<file path="config.mk">
export PLATFORM = sky130hd
export DESIGN_NAME = mpwm_top
export DESIGN_NICKNAME = d
export VERILOG_FILES = /design/src/verilog/mpwm_pkg.sv /design/src/verilog/mpwm_clock_gen.sv /design/src/verilog/mpwm_channel.sv /design/src/verilog/mpwm_top.sv
export VERILOG_INCLUDE_DIRS = /design/src /design/src/verilog
export SDC_FILE = /design/constraint.sdc
export NUM_CORES = 1
export LEC_CHECK = 0
export ABC_CLOCK_PERIOD_IN_PS = 4260
export BUFFER_PORTS_ARGS = -buffer_cell sky130_fd_sc_hd__buf_4
export CAP_MARGIN = 20
export CORE_MARGIN = 4
export CORE_UTILIZATION = 36
export CTS_BUF_LIST = sky130_fd_sc_hd__clkbuf_4 sky130_fd_sc_hd__clkbuf_8 sky130_fd_sc_hd__clkbuf_16
export CTS_CLUSTER_SIZE = 16
export DETAILED_ROUTE_END_ITERATION = 7
export PLACE_DENSITY = 0.56
export SLEW_MARGIN = 20
export SYNTH_ARGS = -nofsm -noshare
export SYNTH_HDL_FRONTEND = slang
export SYNTH_HIERARCHICAL = 1
export SYNTH_SLANG_ARGS = --single-unit
</file>
<file path="constraint.sdc">
create_clock -name clk -period 4.26 [get_ports clk]
set_input_delay 0.426 -clock clk [delete_from_list [all_inputs] [get_ports clk]]
set_output_delay 0.426 -clock clk [all_outputs]
set_load 0.01 [all_outputs]
</file>
<file path="src/verilog/mpwm_map.svh">
// Purpose: register offsets, field positions and reset values of the PWM timer
// Assumes: word-indexed register port, 8-bit data per register
// Notes:   definitions only
`ifndef MPWM_MAP_SVH
`define MPWM_MAP_SVH

`define MPWM_ADDR_W        6
`define MPWM_DATA_W        8
// ----------------------------------------
// Control registers
// ----------------------------------------
`define MPWM_OFS_ENABLE    6'h00
`define MPWM_OFS_POLARITY  6'h01
`define MPWM_OFS_CLKSEL    6'h02
`define MPWM_OFS_PRESCALE  6'h03
`define MPWM_OFS_CENTER    6'h04
`define MPWM_OFS_JOIN      6'h05
`define MPWM_OFS_SCALE_A   6'h06
`define MPWM_OFS_SCALE_B   6'h07
`define MPWM_OFS_OUTPUT    6'h08
// ----------------------------------------
// Per-channel banks, channel n at base + n
// ----------------------------------------
`define MPWM_OFS_COUNT     6'h10
`define MPWM_OFS_PERIOD    6'h18
`define MPWM_OFS_DUTY      6'h20
// Field layout of the prescale register
`define MPWM_PRE_A_LSB     0
`define MPWM_PRE_B_LSB     4
// Reset values
`define MPWM_RST_PERIOD    8'hff
`define MPWM_RST_DUTY      8'h00
`define MPWM_RST_SCALE     8'h00
`define MPWM_RST_POLARITY  8'hff

`endif

</file>
<file path="src/verilog/mpwm_pkg.sv">
// Purpose: shared types of the PWM timer
// Assumes: mpwm_map.svh holds every number
// Notes:   types only
package mpwm_pkg;
    typedef logic [3:0] mpwm_ticks_t;     // a, b, scaled a, scaled b
    typedef struct packed
    {
        logic        tick;       // Counter advance
        logic        enable;     // Channel running
        logic        center;     // Up/down counting
        logic        polarity;   // 1: high during duty
        logic [15:0] period;     // Shadowed period
        logic [15:0] duty;       // Shadowed duty
    } mpwm_chan_cfg_t;
endpackage

</file>
<file path="src/verilog/mpwm_clock_gen.sv">
// Purpose: four counter tick sources, two prescaled and two further scaled
// Assumes: single clock, no clock enable, ticks are one-cycle pulses
// Notes:   scale value 0 means divide by 256
`timescale 1ns/1ps
`include "mpwm_map.svh"
module mpwm_clock_gen
    import mpwm_pkg::*;
(
    input  wire logic        clk,        // System clock
    input  wire logic        reset_n,    // Async reset, active low
    input  wire logic [7:0]  prescale,   // Two 3-bit power-of-two selects
    input  wire logic [7:0]  scale_a,    // First scale divisor
    input  wire logic [7:0]  scale_b,    // Second scale divisor
    output mpwm_ticks_t      ticks       // One-cycle tick pulses
);
    logic [7:0] pre_cnt;
    logic [7:0] sa_cnt;
    logic [7:0] sb_cnt;
    logic [7:0] pre_prev;
    logic       tick_a;
    logic       tick_b;
    logic       sa_hit;
    logic       sb_hit;
    logic       scaled_clock_first;
    logic       scaled_clock_second;
    logic [2:0] sel_a;
    logic [2:0] sel_b;

    assign sel_a = prescale[`MPWM_PRE_A_LSB +: 3];
    assign sel_b = prescale[`MPWM_PRE_B_LSB +: 3];

    // ----------------------------------------
    // Free-running prescaler
    // ----------------------------------------
    always_ff @(posedge clk or negedge reset_n)
    begin
        if (!reset_n)
        begin
            pre_cnt  <= 8'h00;
            pre_prev <= 8'h00;
        end
        else
        begin
            pre_cnt  <= pre_cnt + 8'h01;
            pre_prev <= pre_cnt;
        end
    end

    // Tick on a rising bit of the chosen stage; select 0 ticks every cycle
    always_comb
    begin
        tick_a = (sel_a == 3'h0) ? 1'b1
               : (pre_cnt[sel_a - 3'h1] & ~pre_prev[sel_a - 3'h1]);
        tick_b = (sel_b == 3'h0) ? 1'b1
               : (pre_cnt[sel_b - 3'h1] & ~pre_prev[sel_b - 3'h1]);
    end

    assign sa_hit = tick_a && (sa_cnt == scale_a - 8'h01);
    assign sb_hit = tick_b && (sb_cnt == scale_b - 8'h01);

    // ----------------------------------------
    // Scaled sources
    // ----------------------------------------
    always_ff @(posedge clk or negedge reset_n)
    begin
        if (!reset_n)
        begin
            sa_cnt              <= 8'h00;
            sb_cnt              <= 8'h00;
            scaled_clock_first  <= 1'b0;
            scaled_clock_second <= 1'b0;
        end
        else
        begin
            scaled_clock_first  <= sa_hit;
            scaled_clock_second <= sb_hit;
            if (tick_a)
                sa_cnt <= sa_hit ? 8'h00 : sa_cnt + 8'h01;
            if (tick_b)
                sb_cnt <= sb_hit ? 8'h00 : sb_cnt + 8'h01;
        end
    end

    assign ticks = {scaled_clock_second, scaled_clock_first, tick_b, tick_a};
endmodule

</file>
<file path="src/verilog/mpwm_channel.sv">
// Purpose: one counter and comparator, 8 or 16 bits wide
// Assumes: period and duty arrive already shadowed
// Notes:   counter returns to zero on disable
`timescale 1ns/1ps
`include "mpwm_map.svh"
module mpwm_channel
    import mpwm_pkg::*;
(
    input  wire logic           clk,       // System clock
    input  wire logic           reset_n,   // Async reset, active low
    input  mpwm_chan_cfg_t      cfg,       // Tick, mode and limits
    output logic [15:0]         count,     // Counter value
    output logic                at_end,    // Period end pulse
    output logic                wave       // Pin level
);
    logic down;
    logic last;
    logic active;

    // End of period: left at period-1, centre on return to zero going down
    // Centre mode shows the top value twice, so a period is exactly two ramps
    assign last   = cfg.center ? (down && count == 16'h0000)
                               : (count + 16'h0001 >= cfg.period);
    assign at_end = cfg.tick && cfg.enable && last;

    // ----------------------------------------
    // Counter
    // ----------------------------------------
    always_ff @(posedge clk or negedge reset_n)
    begin
        if (!reset_n)
        begin
            count <= 16'h0000;
            down  <= 1'b0;
        end
        else if (!cfg.enable)
        begin
            count <= 16'h0000;
            down  <= 1'b0;
        end
        else if (cfg.tick)
        begin
            if (!cfg.center)
                count <= last ? 16'h0000 : count + 16'h0001;
            else if (!down)
            begin
                if (count + 16'h0001 >= cfg.period)
                    down <= 1'b1;    // Turn at period-1
                else
                    count <= count + 16'h0001;
            end
            else if (last)
            begin
                count <= 16'h0000;
                down  <= 1'b0;
            end
            else
                count <= count - 16'h0001;
        end
    end

    // Duty 0 never active, duty >= period always active
    assign active = cfg.enable && (count < cfg.duty);

    // Registered pin level; inactive level follows polarity
    always_ff @(posedge clk or negedge reset_n)
    begin
        if (!reset_n)
            wave <= 1'b0;
        else
            wave <= active ? cfg.polarity : ~cfg.polarity;
    end
endmodule

</file>
<file path="src/verilog/mpwm_top.sv">
// Purpose: eight-channel pulse-width modulation timer
// Assumes: register port, 8-bit data, read data one cycle after strobe
// Notes:
// Contract
// - eight channels, each with 8-bit period and duty by default.
// - every channel has its own counter, period and duty.
// - duty ranges from always inactive at 0% to always active at 100%.
// - software picks each channel's output polarity.
// - each channel counts left aligned or up/down centre aligned.
// - pairs 7/6, 5/4, 3/2, 1/0 may join into 16-bit channels.
// - joining is per pair, so any mix from 8/0 to 0/4 works.
// - period and duty load from buffers at period end or when disabled.
// - four counter clock sources: two prescaled, two further scaled.
// - each channel is enabled separately; a disabled counter stands still. Here a disabled counter is cleared to zero and held there.
//
// Chosen here: the register offsets and strobed register access.
`timescale 1ns/1ps
`include "mpwm_map.svh"
module mpwm_top
    import mpwm_pkg::*;
(
    input  wire logic                    clk,       // System clock, 200 MHz
    input  wire logic                    reset_n,   // Async reset, active low
    input  wire logic [`MPWM_ADDR_W-1:0] addr,      // Register index
    input  wire logic [`MPWM_DATA_W-1:0] wdata,     // Write data
    input  wire logic                    wr,        // Write strobe
    input  wire logic                    rd,        // Read strobe
    output logic [`MPWM_DATA_W-1:0]      rdata,     // Read data, next cycle
    output logic [7:0]                   pwm_out    // Output pins
);
    // ----------------------------------------
    // Registers
    // ----------------------------------------
    logic [7:0]     enable;
    logic [7:0]     polarity;
    logic [7:0]     clksel;
    logic [7:0]     prescale;
    logic [7:0]     center;
    logic [3:0]     join_pair;
    logic [7:0]     scale_a;
    logic [7:0]     scale_b;

    // Software-side buffers; the counters never see these directly
    logic [7:0]     per_buf [8];
    logic [7:0]     duty_buf [8];

    // Values in force for the running period
    logic [7:0]     per_act [8];
    logic [7:0]     duty_act [8];

    // Counter tick sources
    mpwm_ticks_t    ticks;

    // Channel results
    logic [15:0]    ch_count [8];
    logic [7:0]     ch_end;
    logic [7:0]     ch_wave;
    logic [7:0]     wave_out;

    // Per-channel setup and reload strobes
    mpwm_chan_cfg_t cfg [8];
    logic [7:0]     load;

    // Read path
    logic [7:0]     next_rdata;

    // ----------------------------------------
    // Control register writes
    // ----------------------------------------
    // Mode bits that shape the waveforms
    always_ff @(posedge clk or negedge reset_n)
    begin
        if (!reset_n)
        begin
            enable    <= 8'h00;
            polarity  <= `MPWM_RST_POLARITY;
            center    <= 8'h00;
            join_pair <= 4'h0;
        end
        else if (wr)
        begin
            unique case (addr)
                `MPWM_OFS_ENABLE:   enable    <= wdata;
                `MPWM_OFS_POLARITY: polarity  <= wdata;
                `MPWM_OFS_CENTER:   center    <= wdata;
                `MPWM_OFS_JOIN:     join_pair <= wdata[3:0];
                default:            ;
            endcase
        end
    end

    // Clock source selection, kept apart from the mode bits
    always_ff @(posedge clk or negedge reset_n)
    begin
        if (!reset_n)
        begin
            clksel   <= 8'h00;
            prescale <= 8'h00;
            scale_a  <= `MPWM_RST_SCALE;
            scale_b  <= `MPWM_RST_SCALE;
        end
        else if (wr)
        begin
            unique case (addr)
                `MPWM_OFS_CLKSEL:   clksel   <= wdata;
                `MPWM_OFS_PRESCALE: prescale <= wdata;
                `MPWM_OFS_SCALE_A:  scale_a  <= wdata;
                `MPWM_OFS_SCALE_B:  scale_b  <= wdata;
                default:            ;
            endcase
        end
    end

    // ----------------------------------------
    // Clock sources
    // ----------------------------------------
    mpwm_clock_gen u_clock_gen
    (
        .clk      (clk),
        .reset_n  (reset_n),
        .prescale (prescale),
        .scale_a  (scale_a),
        .scale_b  (scale_b),
        .ticks    (ticks)
    );

    // ----------------------------------------
    // Channel slices
    // ----------------------------------------
    // Odd channel of a joined pair owns the pair; its controls rule both halves, except the low pin's rest level, which follows the low channel's polarity.
    // The low channel's period/duty byte is the high byte of the 16-bit pair.
    genvar gi;
    generate
        for (gi = 0; gi < 8; gi++)
        begin : g_ch
            localparam int PAIR = gi / 2;
            localparam int LO   = gi & 6;
            localparam int HI   = LO + 1;
            logic joined;
            logic use_a;
            logic my_end;

            assign joined = join_pair[PAIR];
            assign use_a  = (gi % 4) < 2;   // Channels 0,1,4,5 use A; 2,3,6,7 B

            // Buffered period
            always_ff @(posedge clk or negedge reset_n)
            begin
                if (!reset_n)
                    per_buf[gi] <= `MPWM_RST_PERIOD;
                else if (wr && addr == `MPWM_OFS_PERIOD + 6'(gi))
                    per_buf[gi] <= wdata;
            end

            // Buffered duty; software may rewrite it at any time
            always_ff @(posedge clk or negedge reset_n)
            begin
                if (!reset_n)
                    duty_buf[gi] <= `MPWM_RST_DUTY;
                else if (wr && addr == `MPWM_OFS_DUTY + 6'(gi))
                    duty_buf[gi] <= wdata;
            end

            // Joined halves reload together at the pair's period end
            assign my_end   = joined ? ch_end[HI] : ch_end[gi];
            assign load[gi] = my_end || !(joined ? enable[HI] : enable[gi]);

            // Period in force; a mid-period reload would tear the waveform
            always_ff @(posedge clk or negedge reset_n)
            begin
                if (!reset_n)
                    per_act[gi] <= `MPWM_RST_PERIOD;
                else if (load[gi])
                    per_act[gi] <= per_buf[gi];
            end

            // Duty in force, reloaded with the period
            always_ff @(posedge clk or negedge reset_n)
            begin
                if (!reset_n)
                    duty_act[gi] <= `MPWM_RST_DUTY;
                else if (load[gi])
                    duty_act[gi] <= duty_buf[gi];
            end

            // Channel setup; a joined low half is held idle
            always_comb
            begin
                if (use_a)
                    cfg[gi].tick = clksel[gi] ? ticks[2] : ticks[0];
                else
                    cfg[gi].tick = clksel[gi] ? ticks[3] : ticks[1];
                cfg[gi].enable   = enable[gi] && !(joined && gi == LO);
                cfg[gi].center   = center[gi];
                cfg[gi].polarity = polarity[gi];
                if (joined && gi == HI)
                begin
                    cfg[gi].period = {per_act[LO], per_act[HI]};
                    cfg[gi].duty   = {duty_act[LO], duty_act[HI]};
                end
                else
                begin
                    cfg[gi].period = {8'h00, per_act[gi]};
                    cfg[gi].duty   = {8'h00, duty_act[gi]};
                end
            end

            mpwm_channel u_channel
            (
                .clk     (clk),
                .reset_n (reset_n),
                .cfg     (cfg[gi]),
                .count   (ch_count[gi]),
                .at_end  (ch_end[gi]),
                .wave    (ch_wave[gi])
            );

            // Joined low pin rests inactive; the pair's wave leaves on the odd pin
            assign wave_out[gi] = (joined && gi == LO) ? ~polarity[gi] : ch_wave[gi];
        end
    endgenerate

    // Output pins from flip-flops. The pins trail the compare by two
    // cycles, one in the channel and one here; pin readback sees that lag.
    always_ff @(posedge clk or negedge reset_n)
    begin
        if (!reset_n)
            pwm_out <= 8'h00;
        else
            pwm_out <= wave_out;
    end

    // ----------------------------------------
    // Read mux; unmapped indices read zero
    // ----------------------------------------
    always_comb
    begin
        next_rdata = 8'h00;
        unique case (addr)
            `MPWM_OFS_ENABLE:   next_rdata = enable;
            `MPWM_OFS_POLARITY: next_rdata = polarity;
            `MPWM_OFS_CLKSEL:   next_rdata = clksel;
            `MPWM_OFS_PRESCALE: next_rdata = prescale;
            `MPWM_OFS_CENTER:   next_rdata = center;
            `MPWM_OFS_JOIN:     next_rdata = {4'h0, join_pair};
            `MPWM_OFS_SCALE_A:  next_rdata = scale_a;
            `MPWM_OFS_SCALE_B:  next_rdata = scale_b;
            `MPWM_OFS_OUTPUT:   next_rdata = pwm_out;
            default:
            begin
                for (int i = 0; i < 8; i++)
                begin
                    // A joined pair's even index shows the high count byte
                    if (addr == `MPWM_OFS_COUNT + 6'(i))
                    begin
                        if (join_pair[i/2] && (i % 2 == 0))
                            next_rdata = ch_count[i | 1][15:8];
                        else
                            next_rdata = ch_count[i][7:0];
                    end
                    if (addr == `MPWM_OFS_PERIOD + 6'(i))
                        next_rdata = per_buf[i];
                    if (addr == `MPWM_OFS_DUTY + 6'(i))
                        next_rdata = duty_buf[i];
                end
            end
        endcase
    end

    // Read data stands only in the cycle after the strobe
    always_ff @(posedge clk or negedge reset_n)
    begin
        if (!reset_n)
            rdata <= 8'h00;
        else
            rdata <= rd ? next_rdata : 8'h00;
    end
endmodule

</file>
; ---- Word-level counts from Yosys, hierarchy flattened
; Cells that the tools add are included.
; Widths: inputs -> output; s select.
[classes]
addsub = 23
order_cmp = 18
n_eq_ne = 58
mux = 186
bitwise_logic = 12
n_reduce_logical = 109
[op_table]
columns = operator, n
row1 = $mux 16, 56
row2 = $mux 8, 31
row3 = $add 16x1->16 const B, 8
row4 = $logic_not 16->1, 8
row5 = $mux 32, 4
row6 = $sub 16x1->16 const B, 8
row7 = $eq 6x5->1 const B, 16
row8 = $mux 1, 90
row9 = $pmux 8 s9, 1
row10 = $ge 16x16->1, 4
row11 = $ge 16x8->1, 4
row12 = $lt 16x16->1, 4
row13 = $lt 16x8->1, 4
row14 = $logic_and 1x1->1, 54
row15 = $eq 6x6->1 const B, 8
row16 = $reduce_and 2->1, 24
row17 = $add 8x1->8 const B, 3
row18 = $eq 6x3->1 const B, 4
row19 = $ne 2x1->1 const B, 12
row20 = $eq 8x8->1, 2
row21 = $ne 4x3->1 const B, 4
row22 = $ne 4x4->1 const B, 4
row23 = $sub 8x1->8 const B, 2
row24 = $bmux 1 s3, 4
row25 = 12 further kinds, 47
[word_totals]
regBits = 510

; ---- Longest topological paths before layout
; Gate-level depths: netlist (run 1).
[depth]
depth_word = 27
depth_mapped = 19
mapped_depth_nobuf = 15

; ---- Hierarchy
; Netlist (run 1), hierarchy kept.
[by_module_without_submodules]
columns = mod, n_inst, cells_per_inst, area_per_inst_um2
row1 = mpwm_channel, 8, 321, 2507.4
row2 = mpwm_top, 1, 1254, 15990.3
row3 = mpwm_clock_gen, 1, 229, 2274.7

; ---- Worst setup path after synthesis (run 1)
; No wires, ideal clock.
[synth_path]
kind = register -> register
from = reg g_ch[5].u_channel.count[0]
to = reg duty_act (netlist bit cfg[112])
arrival_ns = 4.092
path_slack_ns = 0.043
path_stages_with_launch = 20
path_buffers = 4
period_less_slack_ns = 4.217
path_cell_list = dfrtp_1 > ha_1 > nand4_1 > nor2_2 > nand3_1 > xnor2_1 > ha_1 > nand4_1 > inv_1 > a21oi_1 > o31ai_4 > buf_2 > nand2b_1 > a21oi_1 > nor2b_1 > clkbuf_1 > a22o_1 > clkbuf_1 > clkbuf_1 > mux2_2
[synth_between]
elab_chain_len = 6
[synth_lines]
columns = item, line
row1 = "start, declared", mpwm_channel.sv:12  ; output logic [15:0] count,
row2 = "start signal, assigned", mpwm_channel.sv:44  ; count <= last ? 16'h0000 : count + 16'h0001;
row3 = "start signal, assigned", mpwm_channel.sv:50  ; count <= count + 16'h0001;
row4 = "start signal, assigned", mpwm_channel.sv:58  ; count <= count - 16'h0001;
row5 = $add 16x1->16 / $logic_not 16->1 (equally long branches), "mpwm_channel.sv:23, mpwm_channel.sv:22"
row6 = $ge 16x16->1 / $logic_and 1x1->1 (equally long branches), "mpwm_channel.sv:23, mpwm_channel.sv:22"
row7 = $mux 1 *, mpwm_channel.sv:22  ; assign last = cfg.center ? (down && count == 16'h0000)
row8 = $logic_and 1x1->1 *, mpwm_channel.sv:24  ; assign at_end = cfg.tick && cfg.enable && last;
row9 = via ch_end[5], mpwm_top.sv:56  ; logic [7:0] ch_end;
row10 = $mux 1 *, mpwm_top.sv:165  ; assign my_end = joined ? ch_end[HI] : ch_end[gi];
row11 = $logic_or 1x1->1 *, mpwm_top.sv:166  ; assign load[gi] = my_end || !(joined ? enable[HI] : enable[gi]);
row12 = "end signal, assigned by index", mpwm_top.sv:181  ; duty_act[gi] <= `MPWM_RST_DUTY;
row13 = "end signal, assigned by index", mpwm_top.sv:183  ; duty_act[gi] <= duty_buf[gi];
row14 = "end, declared", mpwm_top.sv:49  ; logic [7:0] duty_act [8];
; The timed path passes the listed nets; every way through them passes the cells marked *.
; A chain may end at the register's enable or synchronous reset.

; ---- Worst setup path in the final report (run 1)
[layout_path]
from = reg g_ch[4].u_channel.count[1]
to = reg duty_act (netlist bit cfg[115])
[layout_between]
elab_chain_len = 6
[layout_lines]
columns = item, line
row1 = "start, declared", mpwm_channel.sv:12
row2 = "start signal, assigned", mpwm_channel.sv:44
row3 = "start signal, assigned", mpwm_channel.sv:50
row4 = "start signal, assigned", mpwm_channel.sv:58
row5 = $add 16x1->16 / $logic_not 16->1 (equally long branches), "mpwm_channel.sv:23, mpwm_channel.sv:22"
row6 = $ge 16x8->1 / $logic_and 1x1->1 (equally long branches), "mpwm_channel.sv:23, mpwm_channel.sv:22"
row7 = $mux 1 *, mpwm_channel.sv:22
row8 = $logic_and 1x1->1 *, mpwm_channel.sv:24
row9 = via ch_end[4], mpwm_top.sv:56
row10 = $mux 1 *, mpwm_top.sv:165
row11 = $logic_or 1x1->1 *, mpwm_top.sv:166
; Marked as above.

==> flow_metrics.py, run 1 <==
metrics = {
    "clock_tree": {
        "cts_buffer_depth": 3,
        "clock-root-buffer": "clkbuf_16",
        "htreeDepth": 3,
        "cts_buffers": 66,
        "clock_latency_ns": 0.63,
        "cts_tree": "yes",
        "clk_pin_slew_ns": 0.06,
        "cts.sinks": 510,
    },
    "synth": {
        "synth_area_sq_um": 38300,
        "ys_top_cells_by_area": "dfrtp_1 (24%), mux2_2 (11%), dfstp_2 (9.3%), ha_1 (8.9%), inv_1 (3.1%)",
        "synth_cell_types": 105,
        "postSynthCellCount": 4051,
        "synthTopCellsByCount": "dfrtp_1 (374), mux2_2 (361), inv_1 (315)",
        "synthDominantCellAreaShare_pct": 24.4,
        "async_flop_share_pct": 100,
        "synth_warnings": 6,
        "ys_ff_latch": 510,
        "yosysSeqAreaShare_pct": 33.7,
        "synthFlopType": "dfrtp_1",
        "synth_area_per_cell_sq_um": 9.46,
        "yosysTopAreaCell": "dfrtp_1",
        "synth_edf_count": 0,
        "synth_most_common_cell": "dfrtp_1",
    },
    "cells_and_area": {
        "layout.cells.non_filler": 5585,
        "area_growth_pct": 11.8,
        "drive_gt1_share_pct": 22.8,
        "fin_util_pct": 40.6,
        "final_nets": 4429,
        "nFillCells": 10450,
    },
    "setup_path": {
        "cp_slowest_stage_delay_ns": 0.53,
        "crit_type": "flop to flop",
        "worstPathRequired_ns": 4.76,
        "path_cells": "ha_1, nand4_1, nor2_4, nand3_1, xnor2_1, ha_1, nand2_1, o21ai_0, a21oi_1, o31ai_4, nand2b_1, a21oi_1, inv_1, a22o_1, buf_4, mux2_2",
        "worst_path_max_delay_cell": "dfrtp_1",
        "cp_data_arrival_time_ns": 4.52,
        "r2r-start": "g_ch[4].u_channel/count[1]",
        "cp-start-kind": "flop",
        "crit_family": "compound AO/OA/AOI/OAI gates",
        "worst-path-buf-inv": 2,
        "critical_path.startpoint": "g_ch[4].u_channel/count[1]",
        "end_kind": "flop",
        "path_max_fanout": 16,
    },
    "global_routing": {
        "grt_overflow_total": 0,
        "grt_first_pass_wirelength_um": 184000,
        "grt_usage_pct": 20.8,
        "grt_max_degree": 102,
        "antenna_found_initial": 2,
        "grt_pass1_vias": 30317,
    },
    "drt": {
        "vias": 31515,
        "wl_per_cell_um": 21.2,
        "postRouteWirelength_um": 118000,
        "antenna_left": 0,
        "drc": 0,
        "drtIter0Drc": 2428,
        "dr.pass1.iters": 7,
        "vias_per_cell": 5.64,
    },
    "sta": {
        "setup_viol": 0,
        "min_period_over_period_pct": 94.3,
        "rsz0062_at_grt": "no",
        "maxSlewViolCount": 0,
        "max_freq_mhz": 249,
        "fin_skew_ns": 0.0355,
        "finalSetupTns_ns": 0,
        "fin_worst_hold_slack_ns": 0.240,
        "finalHoldViolations": 0,
        "period_minus_slack_ns": 4.02,
        "max_slew.worst_pin.slew_ns": 0.869,
        "relSlewSlack_pct": 41.8,
    },
    "power_and_ir_drop": {
        "power.internal_mw": 10.8,
        "power_density_nw_per_um2": 377,
        "combPwrFrac_pct": 23.9,
        "p_sw_share_pct": 32.9,
        "pwr-share-seq_pct": 39.1,
        "power_leakage_nw": 18.9,
        "p_switching_mw": 5.31,
        "power.share.clock_pct": 37.0,
        "ir_worst_vdd_uv": 296,
    },
    "die": {
        "io_pins": 34,
        "die_w_um": 334,
        "dieArea_sq_um": 112000,
        "coreArea_sq_um": 105000,
        "die_h_um": 334,
        "num_rows": 119,
        "initial_utilization_pct": 36.4,
    },
    "run": {
        "drv_cap": 0,
    },
    "place": {
        "dp_hpwl_um": 87700,
        "place.gp.congestion": 0.930,
        "place_inst": 5455,
        "port_buffers": 33,
    },
    "worst_hold_path": {
        "min_path_type": "input pin to flop",
        "min-delay-start": "rd",
    },
    "status": {
        "status": "complete, no violations",
    },
}
==> flip-flops by register name, summed over array words and instances, names as in the netlist <==
name	cells
g_ch.u_channel/count	128
cfg	64
duty_buf	64
per_buf	64
duty_act	32
per_act	32
center	8
clksel	8
enable	8
g_ch.u_channel/down	8
g_ch.u_channel/wave	8
polarity	8
prescale	8
pwm_out	8
rdata	8
scale_a	8
scale_b	8
u_clock_gen/pre_cnt	8
u_clock_gen/pre_prev	8
u_clock_gen/sa_cnt	8
u_clock_gen/sb_cnt	8
join_pair	4
u_clock_gen/scaled_clock_first	1
u_clock_gen/scaled_clock_second	1
==> worst paths after layout <==
| check | end | slack [ns] | depth (start not counted) |
|---|---|---|---|
| setup / recovery | cfg[115] | 0.24 | 16 |
| hold / removal | rdata[3] | 0.24 | 3 |
| setup reg to reg | cfg[115] | 0.24 | 16 |
| hold reg to reg | pwm_out[7] | 0.35 | 0 |
| max in group asynchronous | g_ch[6].u_channel/count[14] | 2.79 | 3 |
| min in group asynchronous | g_ch[4].u_channel/count[10] | 0.41 | 2 |
==> kinds of logic (layout without fill, tap and decap cells) <==
kind of cell / after synthesis / count (layout) / share of synthesized area (%)
XOR/XNOR: 159 / 159 / 3.63
other: 1 / 66 / 0.00978
adder cells (fa/ha/maj): 273 / 273 / 8.91
multiplexers: 413 / 413 / 12.1
AO/OA/AOI/OAI: 926 / 926 / 17.1
buffers and inverters: 530 / 608 / 6.02
flip-flops: 510 / 510 / 33.7
AND/OR/NAND/NOR: 1239 / 1239 / 18.5
==> repair_timing <==
action                                  in CTS  in global routing
buffers inserted                             0                  5
hold endpoints to repair                    67                  0
hold buffers                                 1                  0
resized for setup                            0                  9
endpoints found under the setup margin       0                 94
==> worst reg2reg max path, cell delays in order, from the launching register on <==
cell and delay (ns):
dfrtp_1 0.53, ha_1 0.37, nand4_1 0.25, nor2_4 0.30, nand3_1 0.13, xnor2_1 0.17, ha_1 0.31, nand2_1 0.05
o21ai_0 0.25, a21oi_1 0.17, o31ai_4 0.09, nand2b_1 0.09, a21oi_1 0.30, inv_1 0.18, a22o_1 0.24, buf_4 0.21
mux2_2 0.30
==> per-stage QoR <==
| step | area (sq um) | setup WS (ns) | power, mW |
|---|---|---|---|
| detailed placement | 40400 | 0.0767 | 10.2 |
| finish | 42800 | 0.244 | 16.1 |
| floorplan | 38600 | 0.0431 | 8.89 |
| global route | 42800 | 0.00280 | 17.0 |
| CTS | 42800 | 0.0472 | 16.3 |
| global placement | 40400 | 0.0855 | 10.2 |
==> layout make-up <==
| class | instances | area (sq um) | area share [%] |
|---|---|---|---|
| timing repair buffer | 154 | 1230 | 2.87 |
| clock buffer | 83 | 1850 | 4.31 |
| antenna | 2 | 5.00 | 0.0117 |
| tap | 1391 | 1740 | 4.06 |
| clock inverter | 39 | 467 | 1.09 |
| sequential | 510 | 12900 | 30.2 |
| multi-input combinational | 3074 | 23300 | 54.5 |
| inverter | 332 | 1270 | 2.96 |
==> power groups by stage <==
stage               Clock (mW)  Sequential (mW)  Combinational, mW
detailed placement           0             6.38               3.83
CTS                       6.12             6.30               3.85
global route              6.30             6.39               4.27
floorplan                    0             6.04               2.85
finish                    5.97             6.31               3.87
global placement             0             6.37               3.79
==> routing by layer <==
layer	track usage [%]	part of all wire [%]
met1	29.4	46
met2	33.3	45
met3	2.95	5.6
met4	5.54	2.7
met5	0	0
==> cell usage in the layout, fill, tap and decap left out, types with 24 or more instances in the layout <==
cell type / synthesis / final
a211oi_1: 29 / 29
buf_4: 18 / 147
or3_1: 33 / 33
ha_1: 273 / 271
xor2_1: 36 / 36
a21oi_1: 181 / 181
nand4_1: 46 / 46
o22ai_1: 39 / 39
a221o_1: 31 / 31
a22o_1: 38 / 37
dfstp_2: 136 / 136
nand3_1: 154 / 154
nor4_1: 34 / 34
inv_1: 315 / 315
nand2_1: 295 / 295
a22oi_1: 55 / 55
conb_1: 1 / 64
nand2b_1: 55 / 55
nor2b_1: 52 / 51
a221oi_1: 24 / 24
clkbuf_16: 0 / 67
and2_1: 83 / 83
o21ai_1: 70 / 70
a21o_1: 69 / 69
nor3_1: 77 / 77
and3_1: 69 / 69
mux2i_1: 48 / 48
dfrtp_1: 374 / 372
nor2_1: 170 / 170
mux2_2: 361 / 361
o21ai_0: 126 / 126
xnor2_1: 123 / 123
o31ai_1: 35 / 35
Note: power is estimated with default switching activity, not from simulation.
==> inputs of run 2 (changes only) <==
--- a/config.mk
+++ b/config.mk
@@ -14,7 +14,7 @@
 export CTS_BUF_LIST = sky130_fd_sc_hd__clkbuf_4 sky130_fd_sc_hd__clkbuf_8 sky130_fd_sc_hd__clkbuf_16
 export CTS_CLUSTER_SIZE = 16
 export DETAILED_ROUTE_END_ITERATION = 7
-export PLACE_DENSITY = 0.56
+export PLACE_DENSITY = 0.55
 export SLEW_MARGIN = 20
 export SYNTH_ARGS = -nofsm -noshare
 export SYNTH_HDL_FRONTEND = slang
==> run 2 against run 1 <==
Against the previous run: non-clock buffer count unchanged; largest power group unchanged; critical path type unchanged; highest routed layer is now met5; first-iteration DRC count up 7.5%; sequential power about the same.
==> flow_metrics.py, run 2 (synthesis gave the netlist of run 1 again) <==
metrics = {
    "clock_tree": {
        "clock_latency_ns": 0.63,
        "clock-root-buffer": "clkbuf_16",
        "clk_pin_slew_ns": 0.06,
        "cts_buffer_depth": 3,
        "cts_tree": "yes",
        "cts.sinks": 510,
        "cts_buffers": 67,
        "htreeDepth": 3,
    },
    "cells_and_area": {
        "drive_gt1_share_pct": 22.8,
        "final_area_sq_um": 43000,
        "mostFrequentLayoutCell": "dfrtp_1",
        "layout_common_cells": "dfrtp_1 (373), mux2_2 (361), inv_1 (315)",
        "area_growth_pct": 12.1,
        "final_nets": 4430,
        "largest_reg_flops": 128,
        "regMostFlops": "g_ch.u_channel/count",
    },
    "power_and_ir_drop": {
        "power_leakage_nw": 19.0,
        "power.share.clock_pct": 37.8,
        "power.internal_mw": 11.0,
        "combPwrFrac_pct": 23.6,
        "p_switching_mw": 5.34,
        "power_mw": 16.4,
        "pwr-share-seq_pct": 38.6,
        "p_sw_share_pct": 32.6,
        "power_density_nw_per_um2": 381,
        "ir_worst_vdd_uv": 321,
    },
    "global_routing": {
        "grt_pass1_vias": 30254,
        "grt_first_pass_wirelength_um": 182000,
        "grt_max_degree": 107,
        "antenna_found_initial": 5,
        "grt_usage_pct": 20.4,
        "grt_overflow_total": 0,
    },
    "sta": {
        "fin_skew_ns": 0.0365,
        "min_period_over_period_pct": 93.7,
        "finalSetupTns_ns": 0,
        "period_minus_slack_ns": 3.99,
        "maxSlewViolCount": 0,
        "max_freq_mhz": 250,
        "fin_worst_hold_slack_ns": 0.230,
        "max_slew.worst_pin.slew_ns": 0.911,
        "relSlewSlack_pct": 38.5,
        "finalHoldViolations": 0,
        "setup_viol": 0,
        "fin_ws_ns": 0.266,
    },
    "drt": {
        "vias_per_cell": 5.65,
        "dr.pass1.iters": 5,
        "wl_per_cell_um": 20.9,
        "route.met3.wl_um": 7040,
        "wl_met2_um": 52400,
        "drc": 0,
        "top_layer_used": "met5",
        "vias": 31582,
        "drt-met1-wl_um": 54400,
        "postRouteWirelength_um": 117000,
        "drtIter0Drc": 2611,
        "antenna_left": 0,
    },
    "place": {
        "port_buffers": 33,
        "place.gp.congestion": 0.881,
        "dpl_cell_area_sq_um": 40500,
        "dp_hpwl_um": 85900,
        "pre_cts_ws_ns": 0.0677,
    },
    "status": {
        "status": "complete, no violations",
    },
    "die": {
        "die_w_um": 334,
        "io_pins": 34,
        "num_rows": 119,
        "initial_utilization_pct": 36.4,
        "die_h_um": 334,
        "coreArea_sq_um": 105000,
        "dieArea_sq_um": 112000,
    },
    "worst_hold_path": {
        "min_path_type": "input pin to flop",
    },
    "setup_path": {
        "worstPathRequired_ns": 4.76,
        "end_kind": "flop",
        "cp_data_arrival_time_ns": 4.49,
        "cp-start-kind": "flop",
        "path_max_fanout": 16,
        "worst_path_max_delay_cell": "dfrtp_1",
        "crit_type": "flop to flop",
        "path_cells": "ha_2, nand4_1, nor2_4, nand3_1, xnor2_1, ha_1, nand4_1, inv_1, a21oi_1, o31ai_4, nand2b_1, a21oi_1, nor2b_1, a22o_1, buf_12, mux2_2",
        "cp_slowest_stage_delay_ns": 0.52,
    },
    "run": {
        "drv_cap": 0,
    },
}
==> run 2: cell types whose count changed in the layout (fill, tap and decap cells not counted), sizes merged <==
cell / before / now
clkbuf: 83 / 93
inv: 338 / 335
clkinv: 19 / 15
clkinvlp: 6 / 5
==> run 2: path summary, 6_finish.rpt <==
check                                           startpoint                           to  slack [ns]  cells past startpoint
worst min register to register      g_ch[7].u_channel/wave                   pwm_out[7]        0.33                      0
worst max register to register  g_ch[3].u_channel/count[1]                     cfg[182]        0.27                     16
worst max-delay path            g_ch[3].u_channel/count[1]                     cfg[182]        0.27                     16
max in group asynchronous                          reset_n  g_ch[5].u_channel/count[12]        2.74                      3
min in group asynchronous                          reset_n  g_ch[0].u_channel/count[11]        0.37                      2
worst min-delay path                                    rd                     rdata[4]        0.23                      3
==> run 2: layer usage <==
metal	vias to the layer above	global-route usage (%)
met2	968	32.3
met5	-	0
met4	2	4.97
met1	15492	29.2
met3	159	3.09
li1	14961	-
==> run 2: power groups by stage <==
stage          Clock, mW  Combinational (mW)  Sequential [mW]
5_1_grt             6.51                4.27             6.40
6_report            6.20                3.86             6.32
4_1_cts             6.34                3.83             6.32
2_1_floorplan          0                2.85             6.04
3_3_place_gp           0                3.76             6.39
3_5_place_dp           0                3.80             6.40
==> run 2: cell type report <==
type,instances,area (sq um)
diodes,2,5.00
clock buffers,93,1980
clock inverters,31,457
fillers,10457,62400
inverters,332,1270
multi-input cells,3074,23400
flip-flops and latches,510,12900
well taps,1391,1740
repair buffers,154,1230
==> run 2: worst max-delay path, delay by kind of cell, from the launching register on <==
family / cells / cell delay (ns)
mux: 1 / 0.35
xor+xnor: 1 / 0.24
flops: 1 / 0.52
compound gates: 4 / 0.63
simple gates: 6 / 1.28
buf+inv: 2 / 0.23
fa+ha+maj: 2 / 0.62
==> run 2: stage by stage <==
stage,utilization [%],std cells
2_1_floorplan,-,4114
3_3_place_gp,38.4,5458
3_5_place_dp,38.4,5458
4_1_cts,40.7,5583
5_1_grt,40.8,5585
6_report,40.8,5587
==> run 2: timing repair <==
action / CTS / global route
setup buffers: 0 / 2
hold buffers: 1 / 0
setup endpoints to repair: 0 / 96
hold endpoints to repair: 76 / 0
gates resized for setup: 0 / 8
